$ cat config.mk
export PLATFORM = sky130hd
export DESIGN_NAME = spimsc_core
export DESIGN_NICKNAME = d
export VERILOG_FILES = /design/src/verilog/spimsc_pkg.sv /design/src/verilog/spimsc_core.sv /design/src/verilog/spimsc_shift.sv
export VERILOG_INCLUDE_DIRS = /design/src /design/src/verilog
export SDC_FILE = /design/constraint.sdc
export NUM_CORES = 1
export LEC_CHECK = 0
export BUFFER_PORTS_ARGS = -buffer_cell sky130_fd_sc_hd__buf_2
export CORE_ASPECT_RATIO = 1.4
export CORE_MARGIN = 2
export CORE_UTILIZATION = 30
export DETAILED_ROUTE_END_ITERATION = 16
export GPL_TIMING_DRIVEN = 0
export PLACE_DENSITY = 0.52
export SETUP_SLACK_MARGIN = 0.4
export SLEW_MARGIN = 20
export SYNTH_ARGS = -nofsm -noshare
export SYNTH_HDL_FRONTEND = slang
export SYNTH_HIERARCHICAL = 1
export SYNTH_SLANG_ARGS = --single-unit
$ cat constraint.sdc
create_clock -name clk -period 2.7 [get_ports clk]
set_input_delay 0.405 -clock clk [delete_from_list [all_inputs] [get_ports clk]]
set_output_delay 0.405 -clock clk [all_outputs]
set_load 0.1 [all_outputs]
$ cat src/verilog/spimsc_defs.svh
// constants for the master/slave serial port core
`ifndef SPIMSC_DEFS_SVH
`define SPIMSC_DEFS_SVH
// What this block does
// - master bit set: master; clear: slave
// - only master starts, by data write
// - write when shifter idle loads it, empty set
// - rate bits pick one of four clocks
// - master shifts in while shifting out
// - master done sets full, latches received byte
// - full clears: status read, then data read
// - data write clears transmit-empty interrupt enable
// - slave byte done sets full, latches byte
// - slave accepts clock up to bus rate; code samples sclk in two bus-clock flops, each level must last a bus cycle
// - rate bits ignored in slave mode
// - slave shifts out on miso at start
// - late write: old shift contents go out
// - write during transfer waits in buffer
// - slave start: phase set edge, else select fall
// - three registers at consecutive indices
// - master divides bus clock 2, 8, 32, 128
// - overrun keeps old byte, drops new
`define SPIMSC_AW        10
`define SPIMSC_IDX_CTRL  8'h10
`define SPIMSC_IDX_STAT  8'h11
`define SPIMSC_IDX_DATA  8'h12
`define SPIMSC_CTRL_EN   3'h0
`define SPIMSC_CTRL_MSTR 3'h1
`define SPIMSC_CTRL_CLOCK_PHASE_BIT 3'h2
`define SPIMSC_CTRL_CPOL 3'h3
`define SPIMSC_CTRL_TIE  3'h5
`define SPIMSC_STAT_RLO  3'h0
`define SPIMSC_STAT_RHI  3'h1
`define SPIMSC_STAT_TXE  3'h3
`define SPIMSC_STAT_OVR  3'h6
`define SPIMSC_STAT_RXF  3'h7
`define SPIMSC_RESP_OK   2'h0
`define SPIMSC_RESP_ERR  2'h2
`define SPIMSC_LIM_DIV2  6'h00
`define SPIMSC_LIM_DIV8  6'h03
`define SPIMSC_LIM_DIV32 6'h0F
`define SPIMSC_LIM_DV128 6'h3F
`define SPIMSC_LAST_EDGE 4'hF
`endif

$ cat src/verilog/spimsc_pkg.sv
// types shared by the serial port core
package spimsc_pkg;
  typedef struct packed {
    logic       tie;
    logic       cpol;
    logic       clock_phase_bit;
    logic       master;
    logic       enable;
    logic [1:0] rate;
  } spimsc_ctrl_t;
  // pin levels, sclk first, select last
  typedef struct packed {
    logic sclk;
    logic mosi;
    logic miso;
    logic ss_n;
  } spimsc_pins_t;
  typedef enum logic [1:0] {
    st_idle = 2'h1,
    st_run  = 2'h2
  } spimsc_state_t;
  typedef enum logic [2:0] {
    sel_none = 3'h0,
    sel_ctrl = 3'h1,
    sel_stat = 3'h2,
    sel_data = 3'h4
  } spimsc_sel_t;
endpackage : spimsc_pkg

$ cat src/verilog/spimsc_core.sv
// serial port core: AXI4-Lite register slave, flags and pin synchronisers
`timescale 1ns/1ps
`include "spimsc_defs.svh"
module spimsc_core (
  // clock and reset
  input  wire logic                   clk,
  input  wire logic                   rst_n,
  // write address channel
  input  wire logic                   awvalid,
  output logic                        awready,
  input  wire logic [`SPIMSC_AW-1:0]  awaddr,
  input  wire logic [2:0]             awprot,
  // write data channel
  input  wire logic                   wvalid,
  output logic                        wready,
  input  wire logic [31:0]            wdata,
  input  wire logic [3:0]             wstrb,
  // write response channel
  output logic                        bvalid,
  input  wire logic                   bready,
  output logic [1:0]                  bresp,
  // read address channel
  input  wire logic                   arvalid,
  output logic                        arready,
  input  wire logic [`SPIMSC_AW-1:0]  araddr,
  input  wire logic [2:0]             arprot,
  // read data channel
  output logic                        rvalid,
  input  wire logic                   rready,
  output logic [31:0]                 rdata,
  output logic [1:0]                  rresp,
  // serial clock pin
  input  wire logic                   sclk_i,
  output logic                        sclk_o,
  output logic                        sclk_oe,
  // master-out data pin
  input  wire logic                   mosi_i,
  output logic                        mosi_o,
  output logic                        mosi_oe,
  // master-in data pin
  input  wire logic                   miso_i,
  output logic                        miso_o,
  output logic                        miso_oe,
  // slave select input
  input  wire logic                   ss_n_i
);

  // register select decode, shared by read and write paths
  function automatic spimsc_pkg::spimsc_sel_t dec_sel(input logic [`SPIMSC_AW-1:0] a);
    logic [7:0] idx;
    idx = a[`SPIMSC_AW-1:2];
    if (a[1:0] != 2'h0) dec_sel = spimsc_pkg::sel_none;
    else if (idx == `SPIMSC_IDX_CTRL) dec_sel = spimsc_pkg::sel_ctrl;
    else if (idx == `SPIMSC_IDX_STAT) dec_sel = spimsc_pkg::sel_stat;
    else if (idx == `SPIMSC_IDX_DATA) dec_sel = spimsc_pkg::sel_data;
    else dec_sel = spimsc_pkg::sel_none;
  endfunction : dec_sel

  spimsc_pkg::spimsc_pins_t pin_raw, s1_q, s2_q;
  spimsc_pkg::spimsc_ctrl_t ctrl_q;
  spimsc_pkg::spimsc_sel_t  wsel, rsel;

  logic                  awready_q, wready_q, bvalid_q, arready_q, rvalid_q;
  logic [1:0]            bresp_q, rresp_q;
  logic [31:0]           rdata_q;
  logic [`SPIMSC_AW-1:0] awaddr_q;
  logic [7:0]            wdata_q;
  logic                  wstrb_q;
  logic                  aw_got_q, w_got_q;
  logic                  aw_fire, w_fire, wr_do, aw_got_d, w_got_d, bvalid_d;
  logic                  ar_fire, rvalid_d;
  logic                  wr_ctrl, wr_stat, wr_data, rd_stat, rd_data;
  logic [7:0]            ctrl_v, stat_v, rmux;

  logic [7:0] rx_data_q, tx_buf_q;
  logic       rx_full_q, ovr_q, armed_q, tx_full_q;
  logic       clr, full_eff, rx_acc, ovr_set;
  logic       tx_take, done, busy, sd_o, mosi_oe_w, miso_oe_w;
  logic [7:0] rx_byte;

  // pin synchronisers; select idles high, others low
  assign pin_raw = {sclk_i, mosi_i, miso_i, ss_n_i};
  generate
    for (genvar g = 0; g < 4; g++)
    begin : g_sync
      always_ff @(posedge clk or negedge rst_n)
      begin
        if (!rst_n) begin
          s1_q[g] <= 1'(g == 0);
          s2_q[g] <= 1'(g == 0);
        end else begin
          s1_q[g] <= pin_raw[g];
          s2_q[g] <= s1_q[g];
        end
      end
    end
  endgenerate

  // write channel handshakes; address and data may come in either order
  assign aw_fire  = awvalid & awready_q;
  assign w_fire   = wvalid & wready_q;
  assign wr_do    = aw_got_q & w_got_q & ~bvalid_q;
  assign aw_got_d = (aw_got_q | aw_fire) & ~wr_do;
  assign w_got_d  = (w_got_q | w_fire) & ~wr_do;
  assign bvalid_d = wr_do | (bvalid_q & ~bready);
  assign wsel     = dec_sel(awaddr_q);

  // write strobes; only byte lane 0 carries register data
  assign wr_ctrl = wr_do & wstrb_q & (wsel == spimsc_pkg::sel_ctrl);
  assign wr_stat = wr_do & wstrb_q & (wsel == spimsc_pkg::sel_stat);
  assign wr_data = wr_do & wstrb_q & (wsel == spimsc_pkg::sel_data);

  always_ff @(posedge clk or negedge rst_n)
  begin
    if (!rst_n) begin
      awready_q <= 1'b0;
      wready_q  <= 1'b0;
      aw_got_q  <= 1'b0;
      w_got_q   <= 1'b0;
      bvalid_q  <= 1'b0;
    end else begin
      awready_q <= ~aw_got_d;
      wready_q  <= ~w_got_d;
      aw_got_q  <= aw_got_d;
      w_got_q   <= w_got_d;
      bvalid_q  <= bvalid_d;
    end
  end

  // captured write payload and response code
  always_ff @(posedge clk or negedge rst_n)
  begin
    if (!rst_n) begin
      awaddr_q <= '0;
      wdata_q  <= 8'h00;
      wstrb_q  <= 1'b0;
      bresp_q  <= `SPIMSC_RESP_OK;
    end else begin
      if (aw_fire) awaddr_q <= awaddr;
      if (w_fire) wdata_q <= wdata[7:0];
      if (w_fire) wstrb_q <= wstrb[0];
      if (wr_do) bresp_q <= (wsel == spimsc_pkg::sel_none) ? `SPIMSC_RESP_ERR : `SPIMSC_RESP_OK;
    end
  end

  // read channel; the answer comes one cycle after the address is taken
  assign ar_fire  = arvalid & arready_q;
  assign rvalid_d = ar_fire | (rvalid_q & ~rready);
  assign rsel     = dec_sel(araddr);
  assign rd_stat  = ar_fire & (rsel == spimsc_pkg::sel_stat);
  assign rd_data  = ar_fire & (rsel == spimsc_pkg::sel_data);

  // register images; unused bits read zero
  always_comb
  begin
    ctrl_v = 8'h00;
    stat_v = 8'h00;
    ctrl_v[`SPIMSC_CTRL_EN]   = ctrl_q.enable;
    ctrl_v[`SPIMSC_CTRL_MSTR] = ctrl_q.master;
    ctrl_v[`SPIMSC_CTRL_CLOCK_PHASE_BIT] = ctrl_q.clock_phase_bit;
    ctrl_v[`SPIMSC_CTRL_CPOL] = ctrl_q.cpol;
    ctrl_v[`SPIMSC_CTRL_TIE]  = ctrl_q.tie;
    stat_v[`SPIMSC_STAT_RLO]  = ctrl_q.rate[0];
    stat_v[`SPIMSC_STAT_RHI]  = ctrl_q.rate[1];
    stat_v[`SPIMSC_STAT_TXE]  = ~tx_full_q;
    stat_v[`SPIMSC_STAT_OVR]  = ovr_q;
    stat_v[`SPIMSC_STAT_RXF]  = rx_full_q;
  end

  assign rmux = (rsel == spimsc_pkg::sel_ctrl) ? ctrl_v :
                (rsel == spimsc_pkg::sel_stat) ? stat_v :
                (rsel == spimsc_pkg::sel_data) ? rx_data_q : 8'h00;

  always_ff @(posedge clk or negedge rst_n)
  begin
    if (!rst_n) begin
      arready_q <= 1'b0;
      rvalid_q  <= 1'b0;
      rdata_q   <= 32'h0000_0000;
      rresp_q   <= `SPIMSC_RESP_OK;
    end else begin
      arready_q <= ~rvalid_d;
      rvalid_q  <= rvalid_d;
      if (ar_fire) rdata_q <= {24'h00_0000, rmux};
      if (ar_fire) rresp_q <= (rsel == spimsc_pkg::sel_none) ? `SPIMSC_RESP_ERR : `SPIMSC_RESP_OK;
    end
  end

  // control fields; a data write drops the interrupt enable
  always_ff @(posedge clk or negedge rst_n)
  begin
    if (!rst_n) begin
      ctrl_q <= '0;
    end else begin
      if (wr_ctrl) ctrl_q.enable <= wdata_q[`SPIMSC_CTRL_EN];
      if (wr_ctrl) ctrl_q.master <= wdata_q[`SPIMSC_CTRL_MSTR];
      if (wr_ctrl) ctrl_q.clock_phase_bit   <= wdata_q[`SPIMSC_CTRL_CLOCK_PHASE_BIT];
      if (wr_ctrl) ctrl_q.cpol   <= wdata_q[`SPIMSC_CTRL_CPOL];
      if (wr_data) ctrl_q.tie    <= 1'b0;
      else if (wr_ctrl) ctrl_q.tie <= wdata_q[`SPIMSC_CTRL_TIE];
      if (wr_stat) ctrl_q.rate   <= {wdata_q[`SPIMSC_STAT_RHI], wdata_q[`SPIMSC_STAT_RLO]};
    end
  end

  // receive flags: a byte finishing on the clearing read still lands
  assign clr      = rd_data & armed_q;
  assign full_eff = rx_full_q & ~clr;
  assign rx_acc   = done & ~full_eff;
  assign ovr_set  = done & full_eff;

  always_ff @(posedge clk or negedge rst_n)
  begin
    if (!rst_n) begin
      rx_full_q <= 1'b0;
      ovr_q     <= 1'b0;
      armed_q   <= 1'b0;
      rx_data_q <= 8'h00;
    end else begin
      rx_full_q <= rx_acc | full_eff;
      ovr_q     <= ovr_set | (ovr_q & ~clr);
      armed_q   <= rd_stat ? (rx_full_q | ovr_q) : (armed_q & ~rd_data);
      if (rx_acc) rx_data_q <= rx_byte;
    end
  end

  // transmit buffer; held until the shifter is idle
  always_ff @(posedge clk or negedge rst_n)
  begin
    if (!rst_n) begin
      tx_full_q <= 1'b0;
      tx_buf_q  <= 8'h00;
    end else begin
      tx_full_q <= wr_data | (tx_full_q & ~tx_take);
      if (wr_data) tx_buf_q <= wdata_q;
    end
  end

  spimsc_shift u_shift (
    .clk      (clk),
    .rst_n    (rst_n),
    .ctrl     (ctrl_q),
    .tx_valid (tx_full_q),
    .tx_byte  (tx_buf_q),
    .tx_take  (tx_take),
    .pin_s    (s2_q),
    .done     (done),
    .rx_byte  (rx_byte),
    .busy     (busy),
    .sclk_o   (sclk_o),
    .sclk_oe  (sclk_oe),
    .sd_o     (sd_o),
    .mosi_oe  (mosi_oe_w),
    .miso_oe  (miso_oe_w)
  );

  // bus and pin outputs
  assign awready = awready_q;
  assign wready  = wready_q;
  assign bvalid  = bvalid_q;
  assign bresp   = bresp_q;
  assign arready = arready_q;
  assign rvalid  = rvalid_q;
  assign rdata   = rdata_q;
  assign rresp   = rresp_q;
  assign mosi_o  = sd_o;           // same shift bit feeds both data pins
  assign mosi_oe = mosi_oe_w;
  assign miso_o  = sd_o;
  assign miso_oe = miso_oe_w;
endmodule : spimsc_core

$ cat src/verilog/spimsc_shift.sv
// shift engine: master clock generation, slave edge tracking, byte shifting
`timescale 1ns/1ps
module spimsc_shift (
  // clock and reset
  input  wire logic                     clk,
  input  wire logic                     rst_n,
  // configuration
  input  wire spimsc_pkg::spimsc_ctrl_t ctrl,
  // transmit buffer handoff
  input  wire logic                     tx_valid,
  input  wire logic [7:0]               tx_byte,
  output logic                          tx_take,
  // synchronised pin levels
  input  wire spimsc_pkg::spimsc_pins_t pin_s,
  // received byte and busy status
  output logic                          done,
  output logic [7:0]                    rx_byte,
  output logic                          busy,
  // pin drive
  output logic                          sclk_o,
  output logic                          sclk_oe,
  output logic                          sd_o,
  output logic                          mosi_oe,
  output logic                          miso_oe
);
`include "spimsc_defs.svh"
  spimsc_pkg::spimsc_state_t st_q, st_d;
  logic [5:0] cnt_q;
  logic [5:0] lim;
  logic [3:0] idx_q;
  logic [7:0] sh_q;
  logic       samp_q, sclk_q, sclk_p_q, ss_p_q;
  logic       sclk_oe_q, mosi_oe_q, miso_oe_q;
  logic       run, ms, en, m_tick, s_edge, ss_fall, s_start, m_start;
  logic       edge_ev, din, samp, last, abort;
  logic [1:0] mstb_q;
  logic [2:0] mfin_q;
  logic [7:0] mrx_q;

  function automatic logic [5:0] rate_lim(input logic [1:0] r);
    unique case (r)
      2'h0: rate_lim = `SPIMSC_LIM_DIV2;
      2'h1: rate_lim = `SPIMSC_LIM_DIV8;
      2'h2: rate_lim = `SPIMSC_LIM_DIV32;
      2'h3: rate_lim = `SPIMSC_LIM_DV128;
    endcase
  endfunction : rate_lim

  // start, edge and sampling decode
  assign run     = (st_q == spimsc_pkg::st_run);
  assign ms      = ctrl.master;
  assign en      = ctrl.enable;
  assign lim     = rate_lim(ctrl.rate);
  assign m_tick  = run & ms & (cnt_q == lim);
  assign s_edge  = pin_s.sclk ^ sclk_p_q;
  assign ss_fall = ss_p_q & ~pin_s.ss_n;
  assign s_start = ~run & en & ~ms & ~pin_s.ss_n & (ctrl.clock_phase_bit ? s_edge : ss_fall);
  assign m_start = ~run & en & ms & tx_valid;
  assign tx_take = ~run & en & tx_valid;
  assign edge_ev = ms ? m_tick : (s_edge & ~pin_s.ss_n & (run | (s_start & ctrl.clock_phase_bit)));
  assign din     = ms ? pin_s.miso : pin_s.mosi;
  assign samp    = (idx_q[0] == ctrl.clock_phase_bit);
  assign last    = edge_ev & (idx_q == `SPIMSC_LAST_EDGE);
  assign abort   = run & (~en | (~ms & pin_s.ss_n));
  assign done    = ms ? mfin_q[2] : (last & ~abort);
  assign rx_byte = ms ? mrx_q : {sh_q[6:0], samp ? din : samp_q};
  assign busy    = run;
  assign sclk_o  = sclk_q;
  assign sclk_oe = sclk_oe_q;
  assign sd_o    = sh_q[7];
  assign mosi_oe = mosi_oe_q;
  assign miso_oe = miso_oe_q;

  // idle/run sequencing
  always_comb
  begin
    st_d = st_q;
    unique case (st_q)
      spimsc_pkg::st_idle: if (m_start | s_start) st_d = spimsc_pkg::st_run;
      spimsc_pkg::st_run:  if (abort | last) st_d = spimsc_pkg::st_idle;
      default:             st_d = spimsc_pkg::st_idle;
    endcase
  end

  // state, divider, edge index
  always_ff @(posedge clk or negedge rst_n)
  begin
    if (!rst_n) begin
      st_q  <= spimsc_pkg::st_idle;
      cnt_q <= 6'h00;
      idx_q <= 4'h0;
    end else begin
      st_q  <= st_d;
      cnt_q <= (~run | m_tick) ? 6'h00 : cnt_q + 6'h01;
      idx_q <= (abort | last | (~run & ~s_start)) ? 4'h0 : (edge_ev ? idx_q + 4'h1 : idx_q);
    end
  end

  // shift register: load, sample, shift
  always_ff @(posedge clk or negedge rst_n)
  begin
    if (!rst_n) begin
      sh_q   <= 8'h00;
      samp_q <= 1'b0;
    end else begin
      if (tx_take) sh_q <= tx_byte;
      else if (done & ~ms) sh_q <= rx_byte;
      else if (edge_ev & ~samp & (idx_q != 4'h0)) sh_q <= {sh_q[6:0], samp_q};
      if (edge_ev & samp) samp_q <= din;
    end
  end

  // master input lags two synchroniser flops; delayed strobes take the bit
  // that stood at the clock edge, even at half the bus rate
  always_ff @(posedge clk or negedge rst_n)
  begin
    if (!rst_n) begin
      mstb_q <= 2'h0;
      mfin_q <= 3'h0;
      mrx_q  <= 8'h00;
    end else begin
      mstb_q <= {mstb_q[0], ms & edge_ev & samp};
      mfin_q <= {mfin_q[1:0], ms & last & ~abort};
      if (mstb_q[1]) mrx_q <= {mrx_q[6:0], pin_s.miso};
    end
  end

  // pin drive and edge history; clock parks at polarity when idle
  always_ff @(posedge clk or negedge rst_n)
  begin
    if (!rst_n) begin
      sclk_q    <= 1'b0;
      sclk_p_q  <= 1'b0;
      ss_p_q    <= 1'b1;
      sclk_oe_q <= 1'b0;
      mosi_oe_q <= 1'b0;
      miso_oe_q <= 1'b0;
    end else begin
      sclk_q    <= m_tick ? ~sclk_q : (run ? sclk_q : ctrl.cpol);
      sclk_p_q  <= pin_s.sclk;
      ss_p_q    <= pin_s.ss_n;
      sclk_oe_q <= en & ms;
      mosi_oe_q <= en & ms;
      miso_oe_q <= en & ~ms & ~pin_s.ss_n;
    end
  end
endmodule : spimsc_shift
# Word-level counts from Yosys, hierarchy flattened
# Index checks and enable logic that the tools add are counted.
[word_totals]
ff_bits = 112
inputBits = 73
out_inout_bits = 47
elab_cells = 201
[op_classes]
n_addsub = 2
n_eq_ne = 23
mux = 34
n_bitwise = 86
n_reduce_logical = 10
[ops]
columns = ["operator", "n"]
rows = [
  ["$mux 8", 7],
  ["$and 1x1->1", 51],
  ["$eq 8x5->1 const B", 6],
  ["$mux 3", 8],
  ["$pmux 6 s4", 1],
  ["$not 1->1", 20],
  ["$or 1x1->1", 14],
  ["$mux 1", 10],
  ["$mux 2", 4],
  ["$mux 4", 2],
  ["$reduce_bool 2->1", 4],
  ["$add 6x1->6 const B", 1],
  ["$eq 2x2->1 const B", 3],
  ["$eq 3x1->1 const B", 2],
  ["$eq 3x2->1 const B", 2],
  ["$eq 3x3->1 const B", 2],
  ["$eq 6x6->1", 1],
  ["$logic_not 3->1", 2],
  ["$mux 6", 1],
  ["$add 4x1->4 const B", 1],
  ["$eq 2x1->1 const B", 2],
  ["$eq 4x4->1 const B", 1],
  ["$ne 2x1->1 const B", 2],
  ["$pmux 2 s2", 1],
  ["other kinds (7)", 7],
]

# Longest topological paths before layout
# Gate-level depths: netlist of run 1.
[depth]
word_depth = 16
depth_mapped = 10
ltp_nobuf = 9

# Modules after synthesis
# Netlist of run 1, hierarchy kept.
[modules_own_cells]
columns = ["module", "instances", "cells_each", "area_each_um2", "seq_area_each_um2"]
rows = [
  ["spimsc_core", 1, 226, 2981.6, 1779.2],
  ["spimsc_shift", 1, 182, 1923.1, 978.4],
]

# Worst setup path after synthesis of run 1
# No wires, ideal clock.
[synth_timing]
path_kind = "register -> register"
startpoint = "reg ctrl_q[1] (netlist name)"
endpoint = "reg rx_data_q[0]"
setup_time_ns = 0.125
t_arrival_ns = 2.546
required_ns = 2.575
setup_slack_ns = 0.029
path_stages_with_launch = 9
n_path_buf = 0
path_cell_list = "dfrtp_1 or4_1 a221oi_2 o21ai_2 nand2_1 nand2b_2 o31ai_1 nand2_4 mux2_2"
[synth_via]
elab_chain_len = 9
word_cells_on_any_way = 12
[synth_rtl]
columns = ["element", "line_no", "text"]
rows = [
  ["start: declaration", "spimsc_core.sv:60", "spimsc_pkg::spimsc_ctrl_t ctrl_q;"],
  ["$eq 2x2->1 (tied with other cells)", "spimsc_shift.sv:41", "unique case (r)"],
  ["$pmux 6 s4 *", "spimsc_shift.sv:41", ""],
  ["$eq 6x6->1 *", "spimsc_shift.sv:54", "assign m_tick = run & ms & (cnt_q == lim);"],
  ["$and 1x1->1 *", "spimsc_shift.sv:54", ""],
  ["$mux 1 *", "spimsc_shift.sv:60", "assign edge_ev = ms ? m_tick : (s_edge & ~pin_s.ss_n & (run | (s_start & ctrl.clock_phase_bit)));"],
  ["$and 1x1->1 *", "spimsc_shift.sv:63", "assign last = edge_ev & (idx_q == `SPIMSC_LAST_EDGE);"],
  ["$and 1x1->1 *", "spimsc_shift.sv:65", "assign done = ms ? mfin_q[2] : (last & ~abort);"],
  ["$mux 1 *", "spimsc_shift.sv:65", ""],
  ["via done", "spimsc_core.sv:78", "logic tx_take, done, busy, sd_o, mosi_oe_w, miso_oe_w;"],
  ["$and 1x1->1 *", "spimsc_core.sv:208", "assign rx_acc = done & ~full_eff;"],
  ["end signal: assignment", "spimsc_core.sv:222", "if (rx_acc) rx_data_q <= rx_byte;"],
  ["end: declaration", "spimsc_core.sv:75", "logic [7:0] rx_data_q, tx_buf_q;"],
]
# The timed path passes the listed nets; every way through them passes the cells marked *.
# A chain may end at the register's enable or synchronous reset.

# Final worst setup path of run 1
[layout_timing]
startpoint = "reg ctrl_q[0] (netlist name)"
endpoint = "reg rx_data_q[7]"
# Same word-level chain as after synthesis.

==> run summary, run 1 <==
Static leakage: 2.872 nW
Nets@finish: 593
Period utilisation layout: 88.27%
Synth Area per Inst: 12.02 um2
Residual DRC count: 0
Mapped cell area: 4905 um2
P per Cell Area: 697.4 nW/um2
Final Max Tran Viols: 0
Ports: 120
Synth warnings: 6
Placed Instance Area: 5603 um2
Wire per inst: 13.53 um
Reg area: 2760 um2
Die height: 155.3 um
FF-to-FF setup slack: 0.32 ns
Synth top area cells: dfrtp_1 54%, mux2_2 13%, buf_4 4.3%
Die Wd: 112.1 um
Total Routed Length: 9739 um
Post-synthesis register bit count: 110
Total global routing overflow: 0
Site Rows: 55
Worst-Skew Late Latency: 0.34 ns
Top-area cell type share of the netlist area: 54.08%
CTS H-tree depth: 3
Post-Synth Adder-Cell Area: 0.7653%
GRT Util Overall: 11.51%
WP data required: 2.93 ns
Pwr Total: 4.217 mW
Routed Antenna Nets: 0
Clock Skew: 0.008717 ns
Worst VDD drop: 0.6254 mV
Core area: 16100 um2
Die Area: 17400 um2
Critical Path AT: 2.61 ns
Hold_ws: 0.04089 ns
Area leader, netlist: dfrtp_1
FMAX: 419.6 MHz
Critical Path Max Stage Delay: 0.53 ns
Worst R2R End: rx_data_q[7]
Commonest non-fill, non-tap cell in the layout: dfrtp_1
Ant. Diodes: 0
CTS clk-pin slew, worst paths: 0.07 ns
Global placement routability congestion: 0.7867
Share of layout cells above drive strength 1: 38.96%
TritonCTS clock tree: done
Crit path launch: ctrl_q[0]
Hold Path Class: input port to async pin
Area grow syn2layout: 23.29%
Fin crit period: 2.383 ns
Outcome: finished, final reports clean
Most frequent cells in the layout: 104 x dfrtp_1, 61 x buf_2, 54 x mux2_2, 37 x buf_4, 34 x nand2_1
Largest family of logic cells by synthesized area: multiplexers
Initial DRC count: 100
Sequential area share after synthesis: 56.22%
Critical path type: flip-flop to flip-flop
RSZ-0062 raised after global routing: yes
CP max stage cell: or4_4
Total clock sinks: 110
Crit start category: flip-flop
Starting Density: 30.46%
Total CTS buffers: 9
PortBufs: 60
# hold bufs at CTS: 0
Detailed Place HPWL: 7139 um
First-pass GRT wire length: 16180 um
Slew headroom: 58.68%
Fraction of registers with async set/reset: 100.0%
CP Max Fanout: 8
Final core utilization: 37.55%
Vias post-DR: 3299
Reg2reg path depth: 8
XOR/XNOR Fraction of Synth Area: 1.429%
Most used cell, CP: nand2_4
Final instance area: 6047 um2
Largest net degree at the start of global routing: 61
Worst-margin pin slew: 0.6154 ns
Multi-input gate area: 1993 um2
Setup crit end kind: flip-flop
Number of flops mapped to enable cells by yosys: 0
Clk buf depth: 2
Final setup vio count: 0
Reg2Reg Launch Point: ctrl_q[0]
Initial antenna violation count: 0
Proportion of synthesized area in mux cells: 13.65%
Library cells used by synthesis: 60
Filler instances: 1618
Compound-Gate Fraction of Synth Area: 10.18%
Hold Violations, Final: 0
Pre-antenna DRT Iters: 4
Synth Instances: 408
Worst-path cell chain: or4_4 -> a221oi_4 -> o21ai_4 -> nand2_4 -> nand2b_4 -> o31ai_4 -> nand2_4 -> mux2_4
Simple-Gate Fraction of Synth Area: 11.22%
Vias per cell: 4.582
Main synth FF type: dfrtp_1
Clk Tree Root Cell: clkbuf_16
Vias in the first global route: 3275
MaxCap Viol Count: 0
Setup total negative slack: 0 ns
## what timing repair did
item                       CTS  global route
cloned                       0             1
setup buffers                7             4
pin swaps                    5             2
setup endpoints to repair   13            18
gates resized for setup     10             7
## cell families (layout without fill, tap and decap cells)
kind of cell	after synthesis	count (layout)
flip-flops	110	110
AND/OR/NAND/NOR	103	103
AO/OA/AOI/OAI	69	69
multiplexers	60	60
buffers and inverters	54	142
XOR/XNOR	8	8
adder cells (fa/ha/maj)	3	3
other	1	26
## flip-flops by register name, summed over array words and instances, names as in the netlist, 6 cells and up
name / flops
awaddr_q: 10
ctrl_q: 7
rdata: 8
rx_data_q: 8
tx_buf_q: 8
u_shift/cnt_q: 6
u_shift/mrx_q: 8
u_shift/sh_q: 8
wdata_q: 8
## worst max path at each step
stage	slack, ns	depth (start not counted)	endpoint
2_1_floorplan	0.31	8	rx_data_q[0]
3_3_place_gp	-0.04	1	u_shift/sclk_oe
3_5_place_dp	-0.07	9	rx_data_q[2]
4_1_cts	0.25	8	rx_data_q[7]
5_1_grt	0.23	10	rx_data_q[7]
6_report	0.32	8	rx_data_q[7]
## layer usage
layer / vias to the layer above / global-route usage, % / routed length (um)
met5: - / 0 / 0
met4: 0 / 3.833 / 116
met3: 9 / 2.883 / 588
met2: 95 / 19.65 / 4743
met1: 1601 / 14.26 / 4290
li1: 1594 / - / -
## final cells by class
type                            count  share of cell area [%]
Tap cell                          199                   4.118
Timing Repair Buffer               73                   7.201
Inverter                           14                  0.8690
Sequential cell                   110                   45.64
Buffer                             40                   4.407
Clock buffer                       11                   4.014
Multi-Input combinational cell    269                   32.96
Clock inverter                      4                  0.7863
## critical path, delay by kind of cell (launching register included)
kind,cells,cell delay [ns]
mux,1,0.31
compound gates,3,0.68
flops,1,0.44
simple gates,4,0.84
## synth_stat cells, drive strengths merged, types with 2 or more instances
| cell | instances |
|---|---|
| a21boi | 2 |
| a21oi | 16 |
| a22o | 4 |
| a2bb2oi | 3 |
| a31oi | 11 |
| and2 | 4 |
| buf | 30 |
| clkbuf | 10 |
| dfrtp | 106 |
| dfstp | 4 |
| ha | 3 |
| inv | 14 |
| mux2 | 55 |
| mux2i | 5 |
| nand2 | 36 |
| nand2b | 6 |
| nand3 | 13 |
| nand3b | 2 |
| nor2 | 19 |
| nor2b | 3 |
| nor3 | 3 |
| nor3b | 2 |
| nor4 | 2 |
| o211a | 2 |
| o211ai | 2 |
| o21ai | 18 |
| o41ai | 2 |
| or3 | 2 |
| or3b | 2 |
| or4 | 4 |
| xnor2 | 6 |
| xor2 | 2 |
## metrics by stage
step	instances	worst slack (ns)
after floorplan	433	0.3143
after global placement	692	-0.03667
after detailed placement	693	-0.06582
after CTS	715	0.2480
after global routing	720	0.2317
final	720	0.3166
## power by group
group / internal, mW / switching [mW] / total (mW)
sequential: 1.87 / 0.157 / 2.02
clock: 0.737 / 0.567 / 1.30
combinational: 0.269 / 0.623 / 0.892
Power figures use the tool's default switching activity.
==> inputs of run 2 (changes only) <==
ABC_AREA = 1   (was default)
PLACE_DENSITY = 0.51   (was 0.52)
==> run summary, run 2 <==
Outcome: finished, final reports clean
Residual DRC count: 0
Synth Instances: 583
P per Cell Area: 706.6 nW/um2
Finished Layout Cells: 889
Final instance area: 6111 um2
Postcts setup bufs: 0
Global placement routability congestion: 0.7523
Worst VDD drop: 0.4957 mV
Total Routed Length: 10620 um
Critical Path AT: 2.35 ns
Clk buf depth: 2
WP data required: 2.99 ns
Vias in the first global route: 3843
Wire per inst: 11.95 um
Commonest non-fill, non-tap cell in the layout: nand2_1
Die Area: 18150 um2
Pwr Total: 4.318 mW
Delay-heaviest family, CP: simple AND/OR/NAND/NOR gates
Fraction of registers with async set/reset: 100.0%
Detailed Place HPWL: 8219 um
Clk Tree Root Cell: clkbuf_16
Top-area cell type share of the netlist area: 51.78%
Clock Skew: 0.009141 ns
Ant. Diodes: 0
Most common cell in the synthesized netlist: nand2_1
FF-to-FF setup slack: 0.64 ns
Reg2reg path depth: 15
First-pass GRT wire length: 18110 um
Routed Antenna Nets: 0
CTS clk-pin slew, worst paths: 0.08 ns
Worst-margin pin slew: 0.5105 ns
Largest net degree at the start of global routing: 74
Most used cell, CP: nand2_1
Placed Instance Area: 5804 um2
Final Max Tran Viols: 0
CTS H-tree depth: 3
Post-synthesis register bit count: 110
Period utilisation layout: 76.30%
Fin crit period: 2.060 ns
Setup crit end kind: flip-flop
PortBufs: 60
CP max stage cell: dfrtp_1
DP Cell Count: 872
Most frequent cells after synthesis: 171 x nand2_1, 106 x dfrtp_1, 51 x inv_1
Sequential area share after synthesis: 53.83%
Area leader, netlist: dfrtp_1
Hold depth: 1
Worst-path cell chain: buf_6 -> inv_8 -> nand3_2 -> nor2_1 -> nand2_1 -> nand2_2 -> nand2_4 -> nand2_8 -> nand4_4 -> nand2_1 -> clkbuf_2 -> nand2_1 -> inv_1 -> o21ai_0 -> inv_1
Core area: 16750 um2
TritonCTS clock tree: done
Vias post-DR: 3934
Total global routing overflow: 0
Starting Density: 30.59%
GRT Util Overall: 12.57%
Ports: 120
Synth Area per Inst: 8.786 um2
Vias per cell: 4.425
Slew headroom: 66.20%
Register name with the most flops: awaddr_q
Nets@finish: 757
FMAX: 485.4 MHz
Static leakage: 3.194 nW
Site Rows: 56
Total clock sinks: 110
Max reg flops: 10
Final setup vio count: 0
Reg2Reg Launch Point: ctrl_q[3]
Most frequent cells in the layout: 171 x nand2_1, 106 x dfrtp_1, 61 x buf_2, 51 x inv_1
Synth warnings: 6
Main synth FF type: dfrtp_1
Min-delay src: ss_n_i
CP Max Fanout: 10
Initial antenna violation count: 0
Hold Path Sink: s1_q[0]
Hold Path Class: input port to flip-flop
Critical Path Max Stage Delay: 0.42 ns
Pre-antenna DRT Iters: 6
Crit start category: flip-flop
Hold Violations, Final: 0
Library cells used by synthesis: 39
Worst R2R End: ovr_q
Area grow syn2layout: 19.30%
Buf/Inv on CP: 5
Worst-Skew Late Latency: 0.35 ns
Total CTS buffers: 9
Synth top area cells: dfrtp_1 52%, nand2_1 13%, buf_4 4.1%
MaxCap Viol Count: 0
Mapped cell area: 5122 um2
Number of flops mapped to enable cells by yosys: 0
RSZ-0062 raised after global routing: no
Share of layout cells above drive strength 1: 22.74%
Initial DRC count: 205
Setup total negative slack: 0 ns
WP depth: 15
Die height: 158.6 um
Die Wd: 114.4 um
Critical path type: flip-flop to flip-flop
## run 2: changes by cell type after synthesis, moves of 6 or more
cell | before | now
o21ai_2 | 1 | 7
o21ai_0 | 17 | 36
nand4_1 | 0 | 15
a31oi_1 | 8 | 2
nand3_1 | 13 | 39
nor2_1 | 19 | 39
nand2_2 | 0 | 9
nand2_1 | 35 | 171
o21ai_1 | 0 | 14
mux2_2 | 55 | 0
inv_1 | 12 | 51
## run 2: how the worst max path moves through the flow
stage                         start           to
global route              ctrl_q[3]        ovr_q
CTS                       ctrl_q[3]        ovr_q
global placement              rst_n      arready
detailed placement  u_shift/st_q[0]        ovr_q
finish                    ctrl_q[3]        ovr_q
floorplan                   awready  awaddr_q[3]
## run 2: worst reg2reg max path, delay by kind of cell (launching register included)
| kind | cells | cell delay [ns] |
|---|---|---|
| simple gates | 9 | 0.93 |
| compound gates | 1 | 0.06 |
| flops | 1 | 0.42 |
| buf+inv | 5 | 0.60 |
## run 2: stage by stage
stage	setup slack (ns)	hold slack (ns)	utilization (%)
finish	0.6399	0.1504	36.49
global route	0.4564	0.1422	36.49
CTS	0.4679	0.1388	36.45
detailed placement	0.4814	0.3362	34.66
global placement	-0.05353	0.3328	34.46
floorplan	0.7962	0.1094	-
## run 2: per-layer routing
layer	vias to the layer above	track usage (%)	part of all wire, %	wire length [um]
met5	-	0	0	0
met4	0	4.181	1.2	132
met3	7	2.246	3.4	363
met2	63	23.19	54	5745
met1	1858	14.56	41	4379
li1	2006	-	-	-
## run 2: cells by family after synthesis
logic type,count (synthesis),share of synthesized area (%)
fa+ha+maj,3,0.7329
other cells,1,0.07321
simple gates,290,25.89
buf+inv,99,10.01
compound gates,74,8.427
flops,110,53.83
xor+xnor,6,1.026
## run 2: timing repair
action,CTS,global route
hold endpoints to repair,33,0
hold buffers,1,0
endpoints found under the setup margin,0,10
gates resized for setup,0,3
## run 2: power breakdown
part           leakage (nW)  switching, mW  total (mW)  internal, mW
clock network         0.140          0.634        1.28         0.649
logic                  1.60          0.831        1.05         0.217
registers              1.45          0.120        1.99          1.87
total                  3.19           1.58        4.32          2.73
## run 2: layout make-up
cell class	count	area [um2]
clock buffer	9	225.2
timing repair buffer	62	344.1
fill	1742	10640
multi-input combinational	399	1951
tap	203	254.0
sequential	110	2758
buffer	39	281.5
clock inverter	7	65.06
inverter	60	232.7
